===== config.mk =====
export PLATFORM = sky130hd
export DESIGN_NAME = adcc_top
export DESIGN_NICKNAME = d
export VERILOG_FILES = /design/src/adcc_pkg.sv /design/src/adcc_conv_timer.sv /design/src/adcc_top.sv
export SDC_FILE = /design/constraint.sdc
export NUM_CORES = 1
export LEC_CHECK = 0
export CAP_MARGIN = 20
export CORE_ASPECT_RATIO = 1.1
export CORE_MARGIN = 2
export CORE_UTILIZATION = 35
export DETAILED_ROUTE_END_ITERATION = 16
export DONT_BUFFER_PORTS = 1
export PLACE_DENSITY = 0.49
export SLEW_MARGIN = 20
export SYNTH_ARGS = -nofsm -noshare
export SYNTH_HDL_FRONTEND = slang
export SYNTH_HIERARCHICAL = 1
export SYNTH_SLANG_ARGS = --single-unit

===== constraint.sdc =====
create_clock -name clk -period 14.3 [get_ports clk]
set_input_delay 0 -clock clk [delete_from_list [all_inputs] [get_ports clk]]
set_output_delay 0 -clock clk [all_outputs]
set_load 0.05 [all_outputs]

===== src/adcc_pkg.sv =====
package adcc_pkg;

    // Module register addresses, low byte of the address port
    localparam logic [7:0] ADDR_CTRL  = 8'h00;
    localparam logic [7:0] ADDR_DATA1 = 8'h01;
    localparam logic [7:0] ADDR_C1A   = 8'h02;
    localparam logic [7:0] ADDR_C1B   = 8'h03;
    localparam logic [7:0] ADDR_DATA2 = 8'h04;
    localparam logic [7:0] ADDR_C2A   = 8'h05;
    localparam logic [7:0] ADDR_C2B   = 8'h06;
    localparam logic [7:0] ADDR_DATAT = 8'h07;
    localparam logic [7:0] ADDR_CTA   = 8'h08;
    localparam logic [7:0] ADDR_CTB   = 8'h09;
    localparam int         ADDR_W     = 8;

    // Reset values
    localparam logic [15:0] RST_CTRL = 16'h0000;
    localparam logic [15:0] RST_CFGA = 16'h0000;
    localparam logic [15:0] RST_CFGB = 16'h0070;
    localparam logic [15:0] RST_DATA = 16'h0000;

    // Writable bits; the rest read as zero
    localparam logic [15:0] MASK_CTRL = 16'h0F07;
    localparam logic [15:0] MASK_CFGA = 16'hFF7F;
    localparam logic [15:0] MASK_CFGB = 16'h0073;
    localparam logic [15:0] MASK_CTA  = 16'h077F;
    localparam logic [15:0] MASK_CTB  = 16'h0070;

    // Field positions
    localparam int START_ONE  = 2;
    localparam int START_TWO  = 1;
    localparam int START_TEMP = 0;
    localparam int SE_LSB     = 8;
    localparam int GAIN_LSB   = 11;
    localparam int CLK_LSB    = 8;
    localparam int RES_LSB    = 4;
    localparam int OFF_SIGN   = 3;
    localparam int OFF_LSB    = 0;
    localparam int BIAS_LSB   = 4;
    localparam int REF_LSB    = 0;
    localparam int ACT_GO     = 15;
    localparam int ACT_READ   = 14;

    // Source selector codes
    localparam logic [3:0] SE_DIFF     = 4'h0;
    localparam logic [3:0] SE_FIXED_LO = 4'h4;
    localparam logic [3:0] SE_FIXED_HI = 4'h7;

    // Converter clock divisor for code 000, doubled per step
    localparam logic [9:0] DIV_BASE = 10'h004;

    // Converter clocks per conversion by resolution code
    localparam logic [11:0] RES_CLOCKS [0:7] = '{12'h100, 12'h140, 12'h200, 12'h280,
                                                 12'h320, 12'h500, 12'h800, 12'h800};

    typedef enum logic [2:0] {
        ST_IDLE  = 3'b001,
        ST_CONV  = 3'b010,
        ST_STORE = 3'b100
    } adcc_state_t;

    typedef enum logic [2:0] {
        TGT_ONE  = 3'b001,
        TGT_TWO  = 3'b010,
        TGT_TEMP = 3'b100
    } adcc_target_t;

endpackage : adcc_pkg


===== src/adcc_conv_timer.sv =====
`timescale 1ns/100ps
`default_nettype none
module adcc_conv_timer #(
    parameter int DIV_SHIFT = 0
) (
    // Clock and reset
    input  wire logic       clk,
    input  wire logic       rst_b,
    // Control
    input  wire logic       start,
    input  wire logic [2:0] clock_code,
    input  wire logic [2:0] res_code,
    // Status
    output var  logic       tick,
    output var  logic       done
);

    logic [9:0]  period_nxt;
    logic [9:0]  period_r;
    logic [9:0]  div_cnt_r;
    logic [11:0] adc_cnt_r;
    logic [11:0] total_r;
    logic        busy_r;

    // Divisor doubles per code step, shortened only for simulation
    always_comb
    begin
        period_nxt = (adcc_pkg::DIV_BASE << clock_code) >> DIV_SHIFT; // [RL19]
        if (period_nxt == 10'h000)
        begin
            period_nxt = 10'h001;
        end
    end

    always_ff @(posedge clk or negedge rst_b)
    begin
        if (!rst_b)
        begin
            busy_r    <= 1'b0;
            period_r  <= 10'h001;
            total_r   <= 12'h001;
            div_cnt_r <= 10'h000;
            adc_cnt_r <= 12'h000;
            tick      <= 1'b0;
            done      <= 1'b0;
        end
        else
        begin
            tick <= 1'b0;
            done <= 1'b0;
            if (start)
            begin
                busy_r    <= 1'b1;
                period_r  <= period_nxt;
                total_r   <= adcc_pkg::RES_CLOCKS[res_code]; // [RL20]
                div_cnt_r <= 10'h000;
                adc_cnt_r <= 12'h000;
            end
            else if (busy_r)
            begin
                if (div_cnt_r == period_r - 10'h001)
                begin
                    div_cnt_r <= 10'h000;
                    tick      <= 1'b1;
                    if (adc_cnt_r == total_r - 12'h001)
                    begin
                        busy_r <= 1'b0;
                        done   <= 1'b1;
                    end
                    else
                    begin
                        adc_cnt_r <= adc_cnt_r + 12'h001;
                    end
                end
                else
                begin
                    div_cnt_r <= div_cnt_r + 10'h001;
                end
            end
        end
    end

endmodule : adcc_conv_timer
`default_nettype wire


===== src/adcc_top.sv =====
`timescale 1ns/100ps
`default_nettype none
// Contract
// RL1: control bits 11..8 hold source selector
// RL2: control bit 2 converts sensor one
// RL3: control bit 1 converts sensor two
// RL4: control bit 0 converts temperature
// RL5: processor halted while any conversion runs
// RL6: start bits self-clear when conversion completes
// RL7: sensor one wins; selector zero means pair one
// RL8: else sensor two; selector zero means pair two
// RL9: temperature only with selector zero
// RL10: nonzero selector converts single-ended source
// RL11: selector codes pick single-ended sources
// RL12: codes 0100..0111 force fixed reduced gain
// RL13: sensor one primary: gain, clock, resolution
// RL14: bit 3 offset sign, bits 2..0 magnitude
// RL15: sensor two primary uses same layout
// RL16: secondary: bias bits 6..4, reference 1..0
// RL17: temperature primary has no gain field
// RL18: temperature secondary holds only bias
// RL19: clock code divides system clock 4..512
// RL20: resolution code sets converter clock count
// RL21: indirect access, action bit self-clears
// RL22: result updates only at its completion
// RL23: unused bits ignore writes, read zero
module adcc_top #(
    parameter int DIV_SHIFT = 0
) (
    // Clock and reset
    input  wire logic        clk,
    input  wire logic        rst_b,
    // Indirect module port
    input  wire logic [15:0] module_data_port,
    input  wire logic [15:0] module_address_port,
    input  wire logic        module_action_wr,
    input  wire logic [15:0] module_action_port,
    output var  logic        module_action_busy,
    output var  logic [15:0] module_read_data,
    output var  logic        module_read_strobe,
    output var  logic        cpu_halt,
    // Converter front end
    input  wire logic [15:0] conv_result_in,
    output var  logic        conv_active,
    output var  logic        conv_tick,
    output var  logic        fe_diff,
    output var  logic        fe_gain_fixed,
    output var  logic [4:0]  fe_gain,
    output var  logic [2:0]  fe_clock_code,
    output var  logic [2:0]  fe_resolution,
    output var  logic        fe_offset_sign,
    output var  logic [2:0]  fe_offset_magnitude,
    output var  logic [2:0]  fe_bias,
    output var  logic [1:0]  fe_reference,
    output var  logic [3:0]  fe_source,
    output var  logic [2:0]  fe_target
);

    logic                   rst_meta_r;
    logic                   rst_sync_b;
    logic [15:0]            ctrl_r;
    logic [15:0]            c1a_r;
    logic [15:0]            c1b_r;
    logic [15:0]            c2a_r;
    logic [15:0]            c2b_r;
    logic [15:0]            cta_r;
    logic [15:0]            ctb_r;
    logic [15:0]            data1_r;
    logic [15:0]            data2_r;
    logic [15:0]            datat_r;
    logic                   act_read_r;
    adcc_pkg::adcc_state_t  state_r;
    adcc_pkg::adcc_target_t tgt_r;
    adcc_pkg::adcc_target_t tgt_nxt;
    logic [3:0]             se;
    logic                   idle;
    logic                   launch_now;
    logic                   temp_drop;
    logic                   xfer;
    logic                   wr;
    logic [7:0]             addr;
    logic [15:0]            rd_val;
    logic [15:0]            sel_a;
    logic [15:0]            sel_b;
    logic                   timer_done;

    function automatic logic launches(input logic [15:0] c);
        return c[adcc_pkg::START_ONE] || c[adcc_pkg::START_TWO]
            || (c[adcc_pkg::START_TEMP] && c[adcc_pkg::SE_LSB +: 4] == adcc_pkg::SE_DIFF);
    endfunction : launches

    always_ff @(posedge clk or negedge rst_b)
    begin
        if (!rst_b)
        begin
            rst_meta_r <= 1'b0;
            rst_sync_b <= 1'b0;
        end
        else
        begin
            rst_meta_r <= 1'b1;
            rst_sync_b <= rst_meta_r;
        end
    end

    assign se         = ctrl_r[adcc_pkg::SE_LSB +: 4]; // [RL1]
    assign idle       = state_r == adcc_pkg::ST_IDLE;
    assign launch_now = idle && launches(ctrl_r); // [RL9]
    assign temp_drop  = idle && ctrl_r[adcc_pkg::START_TEMP] && !launch_now; // [RL9]
    assign xfer       = module_action_busy && idle && !launch_now; // [RL21]
    assign wr         = xfer && !act_read_r;
    assign addr       = module_address_port[adcc_pkg::ADDR_W-1:0];

    // Fixed priority among start bits
    always_comb
    begin
        if (ctrl_r[adcc_pkg::START_ONE])
        begin
            tgt_nxt = adcc_pkg::TGT_ONE; // [RL7] [RL2]
            sel_a   = c1a_r;
            sel_b   = c1b_r;
        end
        else if (ctrl_r[adcc_pkg::START_TWO])
        begin
            tgt_nxt = adcc_pkg::TGT_TWO; // [RL8] [RL3]
            sel_a   = c2a_r;
            sel_b   = c2b_r;
        end
        else
        begin
            tgt_nxt = adcc_pkg::TGT_TEMP; // [RL4]
            sel_a   = cta_r;
            sel_b   = ctb_r;
        end
    end

    // Action port: a new write beats the completion clear
    always_ff @(posedge clk or negedge rst_sync_b)
    begin
        if (!rst_sync_b)
        begin
            module_action_busy <= 1'b0;
            act_read_r         <= 1'b0;
        end
        else if (module_action_wr)
        begin
            module_action_busy <= module_action_port[adcc_pkg::ACT_GO];
            act_read_r         <= module_action_port[adcc_pkg::ACT_READ];
        end
        else if (xfer)
        begin
            module_action_busy <= 1'b0; // [RL21]
        end
    end

    always_comb
    begin
        if (addr == adcc_pkg::ADDR_CTRL)
            rd_val = ctrl_r;
        else if (addr == adcc_pkg::ADDR_DATA1)
            rd_val = data1_r;
        else if (addr == adcc_pkg::ADDR_C1A)
            rd_val = c1a_r;
        else if (addr == adcc_pkg::ADDR_C1B)
            rd_val = c1b_r;
        else if (addr == adcc_pkg::ADDR_DATA2)
            rd_val = data2_r;
        else if (addr == adcc_pkg::ADDR_C2A)
            rd_val = c2a_r;
        else if (addr == adcc_pkg::ADDR_C2B)
            rd_val = c2b_r;
        else if (addr == adcc_pkg::ADDR_DATAT)
            rd_val = datat_r;
        else if (addr == adcc_pkg::ADDR_CTA)
            rd_val = cta_r;
        else if (addr == adcc_pkg::ADDR_CTB)
            rd_val = ctb_r;
        else
            rd_val = 16'h0000;
    end

    always_ff @(posedge clk or negedge rst_sync_b)
    begin
        if (!rst_sync_b)
        begin
            module_read_data   <= 16'h0000;
            module_read_strobe <= 1'b0;
        end
        else
        begin
            module_read_strobe <= xfer && act_read_r; // [RL21]
            if (xfer && act_read_r)
            begin
                module_read_data <= rd_val;
            end
        end
    end

    // Completion clears all start bits, including overridden ones
    always_ff @(posedge clk or negedge rst_sync_b)
    begin
        if (!rst_sync_b)
            ctrl_r <= adcc_pkg::RST_CTRL;
        else if (wr && addr == adcc_pkg::ADDR_CTRL)
            ctrl_r <= module_data_port & adcc_pkg::MASK_CTRL; // [RL23]
        else if (state_r == adcc_pkg::ST_STORE)
            ctrl_r[adcc_pkg::START_ONE:adcc_pkg::START_TEMP] <= 3'h0; // [RL6]
        else if (temp_drop)
            ctrl_r[adcc_pkg::START_TEMP] <= 1'b0; // [RL9]
    end

    always_ff @(posedge clk or negedge rst_sync_b)
    begin
        if (!rst_sync_b)
        begin
            c1a_r <= adcc_pkg::RST_CFGA;
            c1b_r <= adcc_pkg::RST_CFGB;
            c2a_r <= adcc_pkg::RST_CFGA;
            c2b_r <= adcc_pkg::RST_CFGB;
            cta_r <= adcc_pkg::RST_CFGA;
            ctb_r <= adcc_pkg::RST_CFGB;
        end
        else if (wr)
        begin
            if (addr == adcc_pkg::ADDR_C1A)
                c1a_r <= module_data_port & adcc_pkg::MASK_CFGA; // [RL13] [RL14]
            else if (addr == adcc_pkg::ADDR_C1B)
                c1b_r <= module_data_port & adcc_pkg::MASK_CFGB; // [RL16]
            else if (addr == adcc_pkg::ADDR_C2A)
                c2a_r <= module_data_port & adcc_pkg::MASK_CFGA; // [RL15]
            else if (addr == adcc_pkg::ADDR_C2B)
                c2b_r <= module_data_port & adcc_pkg::MASK_CFGB; // [RL16]
            else if (addr == adcc_pkg::ADDR_CTA)
                cta_r <= module_data_port & adcc_pkg::MASK_CTA; // [RL17]
            else if (addr == adcc_pkg::ADDR_CTB)
                ctb_r <= module_data_port & adcc_pkg::MASK_CTB; // [RL18]
        end
    end

    always_ff @(posedge clk or negedge rst_sync_b)
    begin
        if (!rst_sync_b)
        begin
            data1_r <= adcc_pkg::RST_DATA;
            data2_r <= adcc_pkg::RST_DATA;
            datat_r <= adcc_pkg::RST_DATA;
        end
        else if (state_r == adcc_pkg::ST_STORE)
        begin
            case (tgt_r)
                adcc_pkg::TGT_ONE:  data1_r <= conv_result_in; // [RL22] [RL2]
                adcc_pkg::TGT_TWO:  data2_r <= conv_result_in; // [RL22] [RL3]
                default:            datat_r <= conv_result_in; // [RL22] [RL4]
            endcase
        end
    end

    always_ff @(posedge clk or negedge rst_sync_b)
    begin
        if (!rst_sync_b)
        begin
            state_r <= adcc_pkg::ST_IDLE;
            tgt_r   <= adcc_pkg::TGT_ONE;
        end
        else
        begin
            case (state_r)
                adcc_pkg::ST_IDLE:
                begin
                    if (launch_now)
                    begin
                        state_r <= adcc_pkg::ST_CONV;
                        tgt_r   <= tgt_nxt;
                    end
                end
                adcc_pkg::ST_CONV:
                begin
                    if (timer_done)
                        state_r <= adcc_pkg::ST_STORE;
                end
                default:
                    state_r <= adcc_pkg::ST_IDLE;
            endcase
        end
    end

    // Halt rises with the writing of a start bit that launches a conversion, falls at result capture
    always_ff @(posedge clk or negedge rst_sync_b)
    begin
        if (!rst_sync_b)
            cpu_halt <= 1'b0;
        else if (wr && addr == adcc_pkg::ADDR_CTRL && launches(module_data_port & adcc_pkg::MASK_CTRL))
            cpu_halt <= 1'b1; // [RL5]
        else if (state_r == adcc_pkg::ST_STORE)
            cpu_halt <= 1'b0; // [RL5]
    end

    // Front-end settings latched for the whole conversion
    always_ff @(posedge clk or negedge rst_sync_b)
    begin
        if (!rst_sync_b)
        begin
            conv_active         <= 1'b0;
            fe_diff             <= 1'b1;
            fe_gain_fixed       <= 1'b0;
            fe_gain             <= 5'h00;
            fe_clock_code       <= 3'h0;
            fe_resolution       <= 3'h0;
            fe_offset_sign      <= 1'b0;
            fe_offset_magnitude <= 3'h0;
            fe_bias             <= 3'h7;
            fe_reference        <= 2'h0;
            fe_source           <= 4'h0;
            fe_target           <= adcc_pkg::TGT_ONE;
        end
        else if (launch_now)
        begin
            conv_active         <= 1'b1;
            fe_diff             <= se == adcc_pkg::SE_DIFF; // [RL7] [RL8]
            fe_gain_fixed       <= se >= adcc_pkg::SE_FIXED_LO && se <= adcc_pkg::SE_FIXED_HI; // [RL12]
            fe_gain             <= sel_a[adcc_pkg::GAIN_LSB +: 5]; // [RL13] [RL15] [RL17]
            fe_clock_code       <= sel_a[adcc_pkg::CLK_LSB +: 3]; // [RL13]
            fe_resolution       <= sel_a[adcc_pkg::RES_LSB +: 3]; // [RL13]
            fe_offset_sign      <= sel_a[adcc_pkg::OFF_SIGN]; // [RL14]
            fe_offset_magnitude <= sel_a[adcc_pkg::OFF_LSB +: 3]; // [RL14]
            fe_bias             <= sel_b[adcc_pkg::BIAS_LSB +: 3]; // [RL16] [RL18]
            fe_reference        <= sel_b[adcc_pkg::REF_LSB +: 2]; // [RL16] [RL18]
            fe_source           <= se; // [RL10] [RL11]
            fe_target           <= tgt_nxt; // [RL10]
        end
        else if (timer_done)
        begin
            conv_active <= 1'b0;
        end
    end

    adcc_conv_timer #(
        .DIV_SHIFT (DIV_SHIFT)
    ) u_timer (
        .clk        (clk),
        .rst_b      (rst_sync_b),
        .start      (launch_now),
        .clock_code (sel_a[adcc_pkg::CLK_LSB +: 3]),
        .res_code   (sel_a[adcc_pkg::RES_LSB +: 3]),
        .tick       (conv_tick),
        .done       (timer_done)
    );
endmodule : adcc_top
`default_nettype wire


==> impl_metrics.py <==
metrics = {
    "setup_path": {
        "crit_slowest_cell": "nor3b_2",
        "cp_max_fo": 36,
        "cp-start-kind": "register",
        "end_kind": "register",
        "arrival_ns": 4.20,
        "crit_family": "simple AND/OR/NAND/NOR gates",
        "r2r_slack_ns": 10.55,
        "critPathKind": "register to register",
        "cp.depth": 8,
        "reg2reg_from": "state_r[0]",
        "reg2reg_depth": 8,
        "slowest_delay_ns": 0.86,
        "critPathBufInv": 2,
        "worstReg2RegEnd": "u_timer/div_cnt_r[9]",
        "path_cells": "nor3b_2 > nand2b_2 > inv_1 > nor2_1 > buf_4 > nor3_1 > nand4_1 > o21ai_0",
        "crit_path_start": "state_r[0]",
        "cp.required_ns": 14.75,
    },
    "timing": {
        "worst_pin_slew_ns": 1.09,
        "fin_crit_sh_pct": 26.2,
        "grt_setup_unrepaired": "no",
        "finalHoldViolCount": 0,
        "fin_crit_ns": 3.75,
        "holdWs_ns": 0.00895,
        "setup_viol": 0,
        "setup-tns-final_ns": 0,
        "skew_ns": 0.0127,
        "slew_headroom_pct": 27.1,
        "slew_viol_final": 0,
        "fin_ws_ns": 10.55,
        "fmax_mhz": 267,
    },
    "drt": {
        "num_vias": 7705,
        "drt_iter0_markers": 495,
        "drc": 0,
        "ant_nets": 0,
        "wl_per_cell_um": 22.0,
        "vias_per_cell": 5.52,
        "wl_mm": 30.6,
        "drt_pass1_iterations": 5,
    },
    "global_routing": {
        "antenna_found_initial": 1,
        "gr-usage-all-layers_pct": 20.0,
        "grt_pass1_vias": 7872,
        "grt_overflow_total": 0,
        "grt_pass1_wl_mm": 47.8,
        "grt_max_degree": 73,
    },
    "floorplan": {
        "core_sq_um": 28900,
        "dieHeight_um": 184,
        "rows": 65,
        "die-width_um": 168,
        "ios": 117,
        "start_util_pct": 35.8,
        "dieArea_sq_um": 30900,
    },
    "logic_synthesis": {
        "synth-compound-area-share_pct": 12.7,
        "synth.top_cells.by_area": "dfrtp_1 46%, mux2_2 12%, dfstp_2 4.3%",
        "synth.distinct_cells": 71,
        "ys.flop_type": "dfrtp_1",
        "synth_top_family_by_area": "simple AND/OR/NAND/NOR gates",
        "synthSimpleGateAreaFrac_pct": 16.3,
        "synth_mux_area_share_pct": 14.8,
        "synth_adder_area_share_pct": 0.484,
        "synth_edf_count": 0,
        "async_reset_ff_share_pct": 100,
        "yosys.area.top_type": "dfrtp_1",
        "synth_top_area_share_pct": 45.5,
        "syn_inst": 970,
        "synth_xor_area_share_pct": 2.46,
        "synth-seq-cells": 205,
        "syn_nets": 1041,
        "ys_seq_area_share_pct": 49.9,
        "avgSynthCellArea_sq_um": 10.7,
        "yosysWarnings": 6,
        "syn-cell-area_sq_um": 10300,
    },
    "layout": {
        "area_delta_synth_final_pct": 16.1,
        "postLayoutCellArea_sq_um": 12000,
        "fillers": 2820,
        "fin_cells": 1395,
        "drive_above_1_share_pct": 20.7,
        "nets": 1076,
        "utilization_pct": 41.5,
    },
    "placement": {
        "io_buffers": 0,
        "place_ws_ns": 10.49,
        "place_hpwl_mm": 20.2,
        "place.gp.congestion": 0.804,
        "place_area_sq_um": 10700,
        "place_inst": 1296,
    },
    "power_and_ir_drop": {
        "power_density_nw_per_um2": 137,
        "ir_drop_mv": 0.0813,
        "p_leak_nw": 5.14,
        "p_total_mw": 1.65,
    },
    "worst_hold_path": {
        "min_to": "module_read_data[1]",
        "min_path_cells": 4,
        "hp-class": "input port to register",
        "holdCritStartpoint": "module_address_port[3]",
    },
    "run_status": {
        "run_status": "finished, final reports clean",
    },
    "cts": {
        "postCtsSetupBuffers": 0,
        "clock-root-buffer": "clkbuf_16",
        "cts_sinks": 205,
        "clkLatencyLatePin_ns": 0.54,
        "clock_path_buffers": 3,
        "cts_buffers": 26,
        "cts_tree": "yes",
        "clk_pin_slew_ns": 0.06,
        "cts_htree_levels": 1,
    },
    "flow_run": {
        "drv_cap": 0,
    },
}
==> cell usage in the layout (no fill, tap or decap), drive strengths merged, types with 17 or more instances in the layout <==
cell type and instances:
dfrtp 188, mux2 110, nand2 101, nor2 58, o21ai 55, dlygate4sd3 47, a21oi 38, clkbuf 38
mux2i 29, inv 28, nand3 20, nand4 19, nand2b 19, xnor2 17, dfstp 17, nor3 17
==> tightest hold or removal path, delay by kind of cell <==
| family | cells | cell delay (ns) |
|---|---|---|
| AOI/OAI and AO/OA | 3 | 0.43 |
| and+or+nand+nor | 1 | 0.08 |
==> timing repair <==
action                    4_1_cts  5_1_grt
hold buffers                   49        0
resized for setup               0        0
hold endpoints to repair      129        0
==> cells in the mapped netlist (3+ instances only) <==
cell and number:
dfrtp_1 188, mux2_2 108, nand2_1 99, nor2_1 57, o21ai_0 55, a21oi_1 38, clkbuf_1 37, mux2i_1 29
inv_1 27, nand2b_1 19, nand4_1 19, nand3_1 18, dfstp_2 17, xnor2_1 17, o22ai_1 16, nor3_1 15
and3_1 14, o211ai_1 12, xor2_1 12, a22oi_1 11, a22o_1 10, nand3b_1 10, a221o_1 9, buf_2 8
nor2b_1 8, or3_1 7, a21o_1 6, buf_1 6, nor4_1 5, o31ai_1 5, or2_2 5, a221oi_1 4
a31oi_1 4, and4_1 4, buf_6 4, ha_1 4, or4_1 4, and2_1 3, nor3b_1 3, nor4_4 3
o221ai_1 3, o311ai_0 3, or3b_2 3
==> flip-flops by register name (all words and copies together), names as in the netlist, 12 cells and up <==
| name | cells |
|---|---|
| u_timer/adc_cnt_r | 12 |
| module_read_data | 16 |
| datat_r | 16 |
| c2a_r | 15 |
| data1_r | 16 |
| data2_r | 16 |
| c1a_r | 15 |
==> area by class of cell <==
class / instances / area, sq um / share of cell area, %
clock buffer: 38 / 756 / 6.30
clock inverter: 10 / 65.1 / 0.543
inverter: 27 / 101 / 0.845
tap: 368 / 460 / 3.84
multi-input combinational: 682 / 4830 / 40.3
timing repair buffer: 63 / 616 / 5.13
sequential: 205 / 5150 / 43.0
antenna: 2 / 5.00 / 0.0417
==> layer usage <==
| layer | GRT usage [%] | share of wire, % | up-vias |
|---|---|---|---|
| met1 | 24.7 | 42 | 3863 |
| met4 | 8.24 | 4.5 | 0 |
| met2 | 34.6 | 49 | 170 |
| met5 | 0 | 0 | - |
| met3 | 3.67 | 4.6 | 67 |
| li1 | - | - | 3605 |
==> power breakdown <==
part / internal (mW) / switching, mW / total [mW]
Combinational: 0.119 / 0.133 / 0.252
Clock: 0.366 / 0.258 / 0.624
Sequential: 0.645 / 0.124 / 0.769
==> how the worst max path moves through the flow <==
stage                            to  slack (ns)
5_1_grt        u_timer/div_cnt_r[9]       10.23
4_1_cts        u_timer/div_cnt_r[9]       10.48
6_report       u_timer/div_cnt_r[9]       10.55
3_3_place_gp   u_timer/div_cnt_r[9]       10.53
3_5_place_dp   u_timer/div_cnt_r[9]       10.49
2_1_floorplan            act_read_r        8.19
==> kinds of logic after synthesis <==
group | count (synthesis)
compound gates | 198
xor+xnor | 29
fa+ha+maj | 4
buf+inv | 83
flops | 205
mux | 139
other cells | 1
simple gates | 311
Note: power is estimated with default switching activity, not from simulation.
